--- src/inc/lane_map_pkg.sv ---
// Constants shared by the frame lane mapper and its frame buffer
//
// Overview of operation
// - Mode 1, 8B/10B, 6/3/2 lanes: lane 0 A0,000,A1[8:5]; lane 1 A1[4:0],000,B0[8:1].
// - Mode 1 lane 2 B0[0],000,B1,000; quad lanes 3-5 repeat with C and D.
// - Mode 2, 8B/10B, 4/2/1 lanes, one 8-bit octet per lane, channels A-D.
// - Mode 3, 8B/10B, 4/2/1 lanes, five octets: four samples each plus zero bit.
// - Mode 4, 64B/66B, 3/2/1 lanes: lane 0 A0,000,B0[8:5]; lane 1 B0[4:0],000,C0[8:1].
// - Mode 4 quad lane 2 carries C0[0],000 then D0,000.
// - Mode 5, 64B/66B, 2/1/1 lanes: lane 0 A0 then B0; quad lane 1 C0,D0.
// - Mode 6 uses the mode 1 bit layout over 6/3/2 lanes with 64B/66B.
// - Mode 7, 64B/66B, 4/2/1 lanes, one 8-bit octet per lane, channels A-D.
// - Mode 8, 64B/66B, 4/2/1 lanes, three octets: two samples each plus 000.
// - Mode 9, 8B/10B, 8/4/2 lanes, lanes 0-7 carry A0,A1,B0,B1,C0,C1,D0,D1.
// - Samples go MSB first; padding low bits and tail bits are zero.
// - Use lowest lanes for the mode; power down all higher lanes.
package lane_map_pkg;
  localparam int SAMPLE_W = 9;
  localparam int SAMPLES_PER_CH = 4;
  localparam int CHANNELS = 4;
  localparam int FRAME_W = SAMPLE_W * SAMPLES_PER_CH * CHANNELS;
  localparam int LANES = 8;
  localparam int LANE_W = 40;
  localparam int FIFO_DEPTH = 16;
  localparam logic [3:0] FMT_M1 = 4'h1;
  localparam logic [3:0] FMT_M2 = 4'h2;
  localparam logic [3:0] FMT_M3 = 4'h3;
  localparam logic [3:0] FMT_M4 = 4'h4;
  localparam logic [3:0] FMT_M5 = 4'h5;
  localparam logic [3:0] FMT_M6 = 4'h6;
  localparam logic [3:0] FMT_M7 = 4'h7;
  localparam logic [3:0] FMT_M8 = 4'h8;
  localparam logic [3:0] FMT_M9 = 4'h9;
  localparam logic [3:0] MODE_RESET = 4'h0;
  localparam logic [1:0] PART_QUAD = 2'h0;
  localparam logic [1:0] PART_DUAL = 2'h1;
  localparam logic [1:0] PART_SINGLE = 2'h2;
  localparam logic [1:0] PART_RESET = PART_QUAD;
endpackage

--- src/inc/frame_stream_if.sv ---
// Valid/ready stream carrying one frame word
`timescale 1ns/1ns
`default_nettype none
interface frame_stream_if #(parameter int W = 144);
  logic valid;
  logic ready;
  logic [W-1:0] data;
  modport src(output valid, output data, input ready);
  modport snk(input valid, input data, output ready);
endinterface
`default_nettype wire

--- src/design/frame_fifo.sv ---
// Frame buffer with registered read data
`timescale 1ns/1ns
`default_nettype none
module frame_fifo #(
  parameter int WIDTH = 144,
  parameter int DEPTH = 16
) (
  input wire logic clk_in,
  input wire logic rst_in,
  frame_stream_if.snk wr,
  frame_stream_if.src rd
);
  localparam int AW = $clog2(DEPTH);
  localparam logic [AW:0] FULL_COUNT = (AW+1)'(DEPTH);
  logic [WIDTH-1:0] mem [DEPTH];
  logic [AW-1:0] wp;
  logic [AW-1:0] rp;
  logic [AW:0] count;
  logic [WIDTH-1:0] rdata;
  logic rvalid;
  wire logic push;
  wire logic load;
  assign wr.ready = count != FULL_COUNT;
  assign push = wr.valid && wr.ready;
  // Refill output stage when empty or being drained
  assign load = (count != '0) && (!rvalid || rd.ready);
  assign rd.valid = rvalid;
  assign rd.data = rdata;

  always_ff @(posedge clk_in)
  begin
    if (push)
    begin
      mem[wp] <= wr.data;
    end
  end

  always_ff @(posedge clk_in or posedge rst_in)
  begin
    if (rst_in)
    begin
      wp <= '0;
      rp <= '0;
      count <= '0;
      rvalid <= 1'b0;
      rdata <= '0;
    end
    else
    begin
      if (push)
      begin
        wp <= AW'(wp + 1'b1);
      end
      if (load)
      begin
        rp <= AW'(rp + 1'b1);
        rdata <= mem[rp];
        rvalid <= 1'b1;
      end
      else if (rd.ready)
      begin
        rvalid <= 1'b0;
      end
      if (push && !load)
      begin
        count <= (AW+1)'(count + 1'b1);
      end
      else if (load && !push)
      begin
        count <= (AW+1)'(count - 1'b1);
      end
    end
  end
endmodule
`default_nettype wire

--- src/design/adc_sample_lane_mapper.sv ---
// Transport frame mapper: packs converter samples into lane octets per format mode
`timescale 1ns/1ns
`default_nettype none
module adc_sample_lane_mapper (
  input wire logic CLK_SYS_IN,
  input wire logic SYS_RST_IN,
  input wire logic [3:0] LINK_FORMAT_MODE_IN,
  input wire logic [1:0] PART_VARIANT_IN,
  input wire logic SAMPLE_VALID_IN,
  output logic SAMPLE_READY_OUT,
  input wire logic [143:0] SAMPLE_DATA_IN,
  output logic LANE_VALID_OUT,
  input wire logic LANE_READY_IN,
  output logic [319:0] LANE_DATA_OUT,
  output logic [2:0] LANE_OCTETS_OUT,
  output logic [7:0] LANE_POWER_OUT,
  output logic LINK_64B66B_OUT
);
  typedef enum logic [0:0] {ST_IDLE = 1'b0, ST_HOLD = 1'b1} out_state_e;

  // Sample n of channel ch (A=0) from a frame word
  function automatic logic [8:0] smp(input logic [143:0] f, input int ch, input int n);
    return f[(ch * lane_map_pkg::SAMPLES_PER_CH + n) * lane_map_pkg::SAMPLE_W +: 9];
  endfunction

  function automatic logic [3:0] lane_count(input logic [3:0] m, input logic [1:0] v);
    logic [3:0] r;
    logic q;
    logic d;
    r = 4'h0;
    q = v == lane_map_pkg::PART_QUAD;
    d = v == lane_map_pkg::PART_DUAL;
    case (m)
      lane_map_pkg::FMT_M1, lane_map_pkg::FMT_M6: r = q ? 4'h6 : (d ? 4'h3 : 4'h2);
      lane_map_pkg::FMT_M2, lane_map_pkg::FMT_M3,
      lane_map_pkg::FMT_M7, lane_map_pkg::FMT_M8: r = q ? 4'h4 : (d ? 4'h2 : 4'h1);
      lane_map_pkg::FMT_M4: r = q ? 4'h3 : (d ? 4'h2 : 4'h1);
      lane_map_pkg::FMT_M5: r = q ? 4'h2 : 4'h1;
      lane_map_pkg::FMT_M9: r = q ? 4'h8 : (d ? 4'h4 : 4'h2);
      default: r = 4'h0;
    endcase
    return r;
  endfunction

  function automatic logic [2:0] octet_count(input logic [3:0] m);
    logic [2:0] r;
    r = 3'h0;
    case (m)
      lane_map_pkg::FMT_M1, lane_map_pkg::FMT_M4,
      lane_map_pkg::FMT_M5, lane_map_pkg::FMT_M6: r = 3'h2;
      lane_map_pkg::FMT_M2, lane_map_pkg::FMT_M7, lane_map_pkg::FMT_M9: r = 3'h1;
      lane_map_pkg::FMT_M3: r = 3'h5;
      lane_map_pkg::FMT_M8: r = 3'h3;
      default: r = 3'h0;
    endcase
    return r;
  endfunction

  // Octet 0 sits in bits 39:32; unused trailing octets stay zero
  function automatic logic [39:0] map_lane(input logic [143:0] f, input logic [3:0] m,
                                           input logic [1:0] v, input int l);
    logic [39:0] r;
    logic q;
    logic s;
    int c0;
    int c1;
    int k;
    int ch;
    r = 40'h0;
    q = v == lane_map_pkg::PART_QUAD;
    s = v != lane_map_pkg::PART_QUAD && v != lane_map_pkg::PART_DUAL;
    c0 = 2 * (l / 3);
    c1 = c0 + 1;
    k = l % 3;
    ch = l % 4;
    if (l < int'(lane_count(m, v)))
    begin
      case (m)
        lane_map_pkg::FMT_M1, lane_map_pkg::FMT_M6:
        begin
          if (k == 0)
          begin
            r = {smp(f, c0, 0), 3'h0, 4'(smp(f, c0, 1) >> 5), 24'h0};
          end
          else if (k == 1)
          begin
            r = {5'(smp(f, c0, 1)), 3'h0, s ? 8'h00 : 8'(smp(f, c1, 0) >> 1), 24'h0};
          end
          else
          begin
            r = {1'(smp(f, c1, 0)), 3'h0, smp(f, c1, 1), 3'h0, 24'h0};
          end
        end
        lane_map_pkg::FMT_M2, lane_map_pkg::FMT_M7:
          r = {8'(smp(f, ch, 0) >> 1), 32'h0};
        lane_map_pkg::FMT_M3:
          r = {smp(f, ch, 0), 1'b0, smp(f, ch, 1), 1'b0, smp(f, ch, 2), 1'b0,
               smp(f, ch, 3), 1'b0};
        lane_map_pkg::FMT_M4:
        begin
          if (l == 0)
          begin
            r = {smp(f, 0, 0), 3'h0, s ? 4'h0 : 4'(smp(f, 1, 0) >> 5), 24'h0};
          end
          else if (l == 1)
          begin
            r = {5'(smp(f, 1, 0)), 3'h0, q ? 8'(smp(f, 2, 0) >> 1) : 8'h00, 24'h0};
          end
          else
          begin
            r = {1'(smp(f, 2, 0)), 3'h0, smp(f, 3, 0), 3'h0, 24'h0};
          end
        end
        lane_map_pkg::FMT_M5:
        begin
          if (l == 0)
          begin
            r = {8'(smp(f, 0, 0) >> 1), s ? 8'h00 : 8'(smp(f, 1, 0) >> 1), 24'h0};
          end
          else
          begin
            r = {8'(smp(f, 2, 0) >> 1), 8'(smp(f, 3, 0) >> 1), 24'h0};
          end
        end
        lane_map_pkg::FMT_M8:
          r = {smp(f, ch, 0), 3'h0, smp(f, ch, 1), 3'h0, 16'h0};
        lane_map_pkg::FMT_M9:
          r = {8'(smp(f, l / 2, l % 2) >> 1), 32'h0};
        default:
          r = 40'h0;
      endcase
    end
    return r;
  endfunction

  function automatic logic [7:0] lane_mask(input logic [3:0] n);
    logic [7:0] r;
    r = 8'h00;
    for (int i = 0; i < lane_map_pkg::LANES; i++)
    begin
      r[i] = i < int'(n);
    end
    return r;
  endfunction

  logic [5:0] cfg_s1;
  logic [5:0] cfg_s2;
  logic [5:0] cfg_s3;
  logic [3:0] cfg_mode;
  logic [1:0] cfg_variant;
  out_state_e state;
  out_state_e next_state;
  wire logic [143:0] head_data;
  wire logic supported;
  wire logic out_free;
  wire logic take;
  wire logic [319:0] next_lanes;
  wire logic [39:0] lane_q [8];

  frame_stream_if #(.W(lane_map_pkg::FRAME_W)) in_if ();
  frame_stream_if #(.W(lane_map_pkg::FRAME_W)) out_if ();

  assign in_if.valid = SAMPLE_VALID_IN;
  assign in_if.data = SAMPLE_DATA_IN;
  assign SAMPLE_READY_OUT = in_if.ready;

  frame_fifo #(.WIDTH(lane_map_pkg::FRAME_W), .DEPTH(lane_map_pkg::FIFO_DEPTH)) buffer (
    .clk_in(CLK_SYS_IN),
    .rst_in(SYS_RST_IN),
    .wr(in_if.snk),
    .rd(out_if.src)
  );

  assign head_data = out_if.data;
  assign supported = lane_count(cfg_mode, cfg_variant) != 4'h0;
  assign out_free = state == ST_IDLE || LANE_READY_IN;
  // Frames under an unsupported mode are drained and discarded
  assign out_if.ready = supported ? out_free : 1'b1;
  assign take = out_if.valid && supported && out_free;
  assign LANE_VALID_OUT = state == ST_HOLD;

  for (genvar g = 0; g < lane_map_pkg::LANES; g++)
  begin : g_lane
    assign next_lanes[g*40 +: 40] = map_lane(head_data, cfg_mode, cfg_variant, g);
    assign lane_q[g] = LANE_DATA_OUT[g*40 +: 40];
  end

  // Mode pins are static straps; accept once two late stages agree
  always_ff @(posedge CLK_SYS_IN or posedge SYS_RST_IN)
  begin
    if (SYS_RST_IN)
    begin
      cfg_s1 <= 6'h00;
      cfg_s2 <= 6'h00;
      cfg_s3 <= 6'h00;
      cfg_mode <= lane_map_pkg::MODE_RESET;
      cfg_variant <= lane_map_pkg::PART_RESET;
    end
    else
    begin
      cfg_s1 <= {LINK_FORMAT_MODE_IN, PART_VARIANT_IN};
      cfg_s2 <= cfg_s1;
      cfg_s3 <= cfg_s2;
      if (cfg_s2 == cfg_s3)
      begin
        {cfg_mode, cfg_variant} <= cfg_s3;
      end
    end
  end

  always_comb
  begin
    next_state = state;
    case (state)
      ST_IDLE: next_state = take ? ST_HOLD : ST_IDLE;
      ST_HOLD: next_state = (LANE_READY_IN && !take) ? ST_IDLE : ST_HOLD;
      default: next_state = ST_IDLE;
    endcase
  end

  always_ff @(posedge CLK_SYS_IN or posedge SYS_RST_IN)
  begin
    if (SYS_RST_IN)
    begin
      state <= ST_IDLE;
      LANE_DATA_OUT <= '0;
      LANE_OCTETS_OUT <= 3'h0;
      LANE_POWER_OUT <= 8'h00;
      LINK_64B66B_OUT <= 1'b0;
    end
    else
    begin
      state <= next_state;
      LANE_POWER_OUT <= lane_mask(lane_count(cfg_mode, cfg_variant));
      LINK_64B66B_OUT <= cfg_mode >= lane_map_pkg::FMT_M4 && cfg_mode <= lane_map_pkg::FMT_M8;
      if (take)
      begin
        LANE_DATA_OUT <= next_lanes;
        LANE_OCTETS_OUT <= octet_count(cfg_mode);
      end
    end
  end
endmodule
`default_nettype wire

--- config.mk ---
export PLATFORM = sky130hd
export DESIGN_NAME = adc_sample_lane_mapper
export DESIGN_NICKNAME = d
export VERILOG_FILES = /design/src/inc/lane_map_pkg.sv /design/src/inc/frame_stream_if.sv /design/src/design/frame_fifo.sv /design/src/design/adc_sample_lane_mapper.sv
export SDC_FILE = /design/constraint.sdc
export NUM_CORES = 2
export LEC_CHECK = 0
export ABC_AREA = 1
export CORE_MARGIN = 5
export CORE_UTILIZATION = 57
export CTS_CLUSTER_SIZE = 24
export DETAILED_ROUTE_END_ITERATION = 7
export DONT_BUFFER_PORTS = 1
export PLACE_DENSITY = 0.8
export SLEW_MARGIN = 25
export SYNTH_ARGS = -nofsm -noshare
export SYNTH_HDL_FRONTEND = slang
export SYNTH_SLANG_ARGS = --single-unit
--- constraint.sdc ---
create_clock -name CLK_SYS_IN -period 14 [get_ports CLK_SYS_IN]
set_input_delay 0.7 -clock CLK_SYS_IN [delete_from_list [all_inputs] [get_ports CLK_SYS_IN]]
set_output_delay 0.7 -clock CLK_SYS_IN [all_outputs]
set_load 0.005 [all_outputs]
==> run metrics <==
outcome=finished clean; Root Buffer=clkbuf_16; Rel. slew slack=17.5%; Crit. End Element=flip-flop; largest family of logic cells by synthesized area=simple AND/OR/NAND/NOR gates; clock tree buffer depth=4; hold depth=3; final instance area=0.124 mm2; sequential fraction of the synthesis area=73.6%; DP Wirelength=170000 um; share of async-settable or async-resettable flops after synthesis=17.8%; Top FF cell, synth=edfxtp_1; largest net degree at the start of global routing=291; # DRC=0; post-route setup TNS=0 ns; top cells by area, synth=edfxtp_1 (62%), dfrtp_1 (11%), nor2_1 (6.2%); Total GRT Usage=31.4%; TritonRoute pass-1 iters=6; Core Rows=162; Worst-Margin Slew=1.24 ns; Mapped Area=0.111 mm2; RSZ-0062 raised after global routing=no; number of routed nets with antenna violations=0; htree depth=5; post-synthesis compound-gate area fraction=9.90%; synthesized flop and latch total=2803; Avg Inst Size Synth=12.0 um2; Max Cap Viol=0; Final Hold Vio Count=0; Power per Cell Area=218 mW/mm2; Worst-path clk slew=0.06 ns; GPL Wtd Cong=0.931; Commonest cells post-synth=edfxtp_1 (2304), nor2_1 (1821), nand2_1 (1285); pre-CTS setup slack=8.81 ns; vias in the first global route=73700; mux contribution to synthesized area=0%; CP arrival=6.22 ns; TritonCTS buffer count=284; final WL=327000 um; total die area=0.204 mm2; reg2reg path depth=12; Critical Path RT=14.86 ns; hold crit path type=primary input to flip-flop; number of I/O port buffers=0; TritonCTS clock tree=yes; Clock Sinks=2803; Static Leak=0.0449 uW; Worst-Skew Late Latency=0.95 ns; Synth Area in Adders=0.120%; maximum VDD drop=0.207 mV; Die Span X=451 um; first-pass GRT wire length=476000 um; Setup WS post-layout=8.64 ns; clk_skew=0.0454 ns; Peak Freq=0.186 GHz; leading area contributor after synthesis=edfxtp_1; vias=75800; WS Path Type=flip-flop to flip-flop; die span in y=451 um; slowest stage delay, CP=0.91 ns; fill count=13500; Synth top area share=62.4%; layout cells sized above 1=5.83%; placed inst area=0.113 mm2; Synth cell types=39; worst-path fanout max=205; Final setup viols=0; most common cell in the netlist=edfxtp_1; wire per inst=27.3 um; DRT iter0 DRCs=11600; core footprint=0.194 mm2; period utilization=38.3%; cells after synthesis=9241; Initial Utilization=57.1%; Final nets=9333; startpoint types=flip-flop; yosys warns=0; post-layout util=63.6%; slowest CP cell=buf_4; worst path cell trace=buf_12 -> buf_4 -> buf_4 -> buf_4 -> nor2_1 -> nor2_1 -> o21ai_0 -> o211ai_1 -> nand3_1 -> nand2_1 -> nand2_1 -> nand2_1; num ports=488; crit path time final=5.36 ns; EDFF count, synth=2304; Synth Area in XOR/XNOR=0.0632%; Slew Limit Fails=0; via density per instance=6.35; Simple-Gate Fraction of Synth Area=13.1%; initial antenna violation count=65; Overflow after GRT=0; Area growth syn-to-layout=11.4%
==> cells in the final DEF (no fill, tap or decap), types with 4 or more instances in the layout <==
master         count
diode_2           36
dlygate4sd3_1    152
clkinv_2          29
dfrtp_1          496
inv_1            227
o21ai_0         1223
o22ai_1           14
ha_1               9
nand4_1           23
clkbuf_16        294
conb_1            16
nand3_1          514
clkinvlp_4         8
buf_12            21
nor2_1          1803
buf_6              9
o211ai_1         584
clkinv_1          22
bufinv_16         21
a21oi_1           32
a22oi_1           12
clkbuf_8          30
or2_2              4
edfxtp_1        2304
nor2_4            17
inv_8              4
xor2_1             6
o21ai_1           12
nand2_2            7
buf_4             72
nand2_1         1282
inv_2              7
clkbuf_1          81
inv_6              6
==> registers in the layout, summed over array words and instances (netlist names), 2 cells and up <==
signal / cells
buffer.wp: 4
LANE_DATA_OUT: 304
buffer.rd.data: 144
LANE_OCTETS_OUT: 3
cfg_s1: 6
buffer.count: 5
LANE_POWER_OUT: 8
cfg_mode: 4
buffer.mem: 2304
buffer.rp: 4
cfg_s3: 6
cfg_s2: 6
cfg_variant: 2
==> critical path, delay by kind of cell (launching register included) <==
family                 cells  cell delay [ns]
AND/OR/NAND/NOR            6             0.70
buffers and inverters      4             3.30
flip-flops                 1             0.87
AO/OA/AOI/OAI              2             0.24
==> path summary, 6_finish.rpt <==
kind	start	slack, ns	endpoint
max in group asynchronous	SYS_RST_IN	10.82	LANE_DATA_OUT[24]$_DFFE_PP0P_
min in group asynchronous	SYS_RST_IN	0.31	LANE_DATA_OUT[60]$_DFFE_PP0P_
worst min-delay path	LANE_READY_IN	0.17	LANE_VALID_OUT$_DFF_PP0_
worst max-delay path	buffer.rp[0]$_DFFE_PP0P_	8.64	buffer.rd.data[76]$_DFFE_PP0P_
worst min register to register	cfg_s1[1]$_DFF_PP0_	0.35	cfg_s2[1]$_DFF_PP0_
worst max register to register	buffer.rp[0]$_DFFE_PP0P_	8.64	buffer.rd.data[76]$_DFFE_PP0P_
==> cell type report <==
class,count,area [um2],area share (%)
tap,2542,3180,2.57
antenna,36,90.1,0.0729
timing repair buffer,257,2670,2.16
clock buffer,406,8080,6.54
sequential,2803,81700,66.1
multi-input combinational,5581,25900,21.0
clock inverter,86,980,0.793
inverter,242,957,0.775
==> cells by family (layout without fill, tap and decap cells) <==
kind of cell | Yosys count | after routing
XOR/XNOR | 8 | 8
AO/OA/AOI/OAI | 1886 | 1886
other | 1 | 52
adder cells (fa/ha/maj) | 10 | 10
buffers and inverters | 872 | 991
flip-flops | 2803 | 2803
AND/OR/NAND/NOR | 3661 | 3661
==> stage by stage <==
stage	hold WS (ns)	instances	power, uW
finish	0.173	12000	26900
global route	0.165	11900	28100
CTS	0.112	11900	26700
detailed placement	0.336	11300	19100
global placement	0.337	11300	18800
floorplan	0.331	9256	16400
==> routing by layer <==
| layer | routed length, um | GRT usage [%] |
|---|---|---|
| met1 | 114000 | 40.5 |
| met2 | 149000 | 48.1 |
| met3 | 40300 | 7.57 |
| met4 | 23100 | 20.4 |
| met5 | 313 | 0 |
==> where the power goes <==
group	internal, uW	switching [uW]
sequential	10200	734
clock	4400	3100
combinational	2170	6400
==> repair_timing <==
item                                    CTS  global route
hold buffers                            152             0
endpoints found under the hold margin  2331             0
setup buffers                             0             0
resized for setup                         0             0
(Power assumes the default switching activity.)
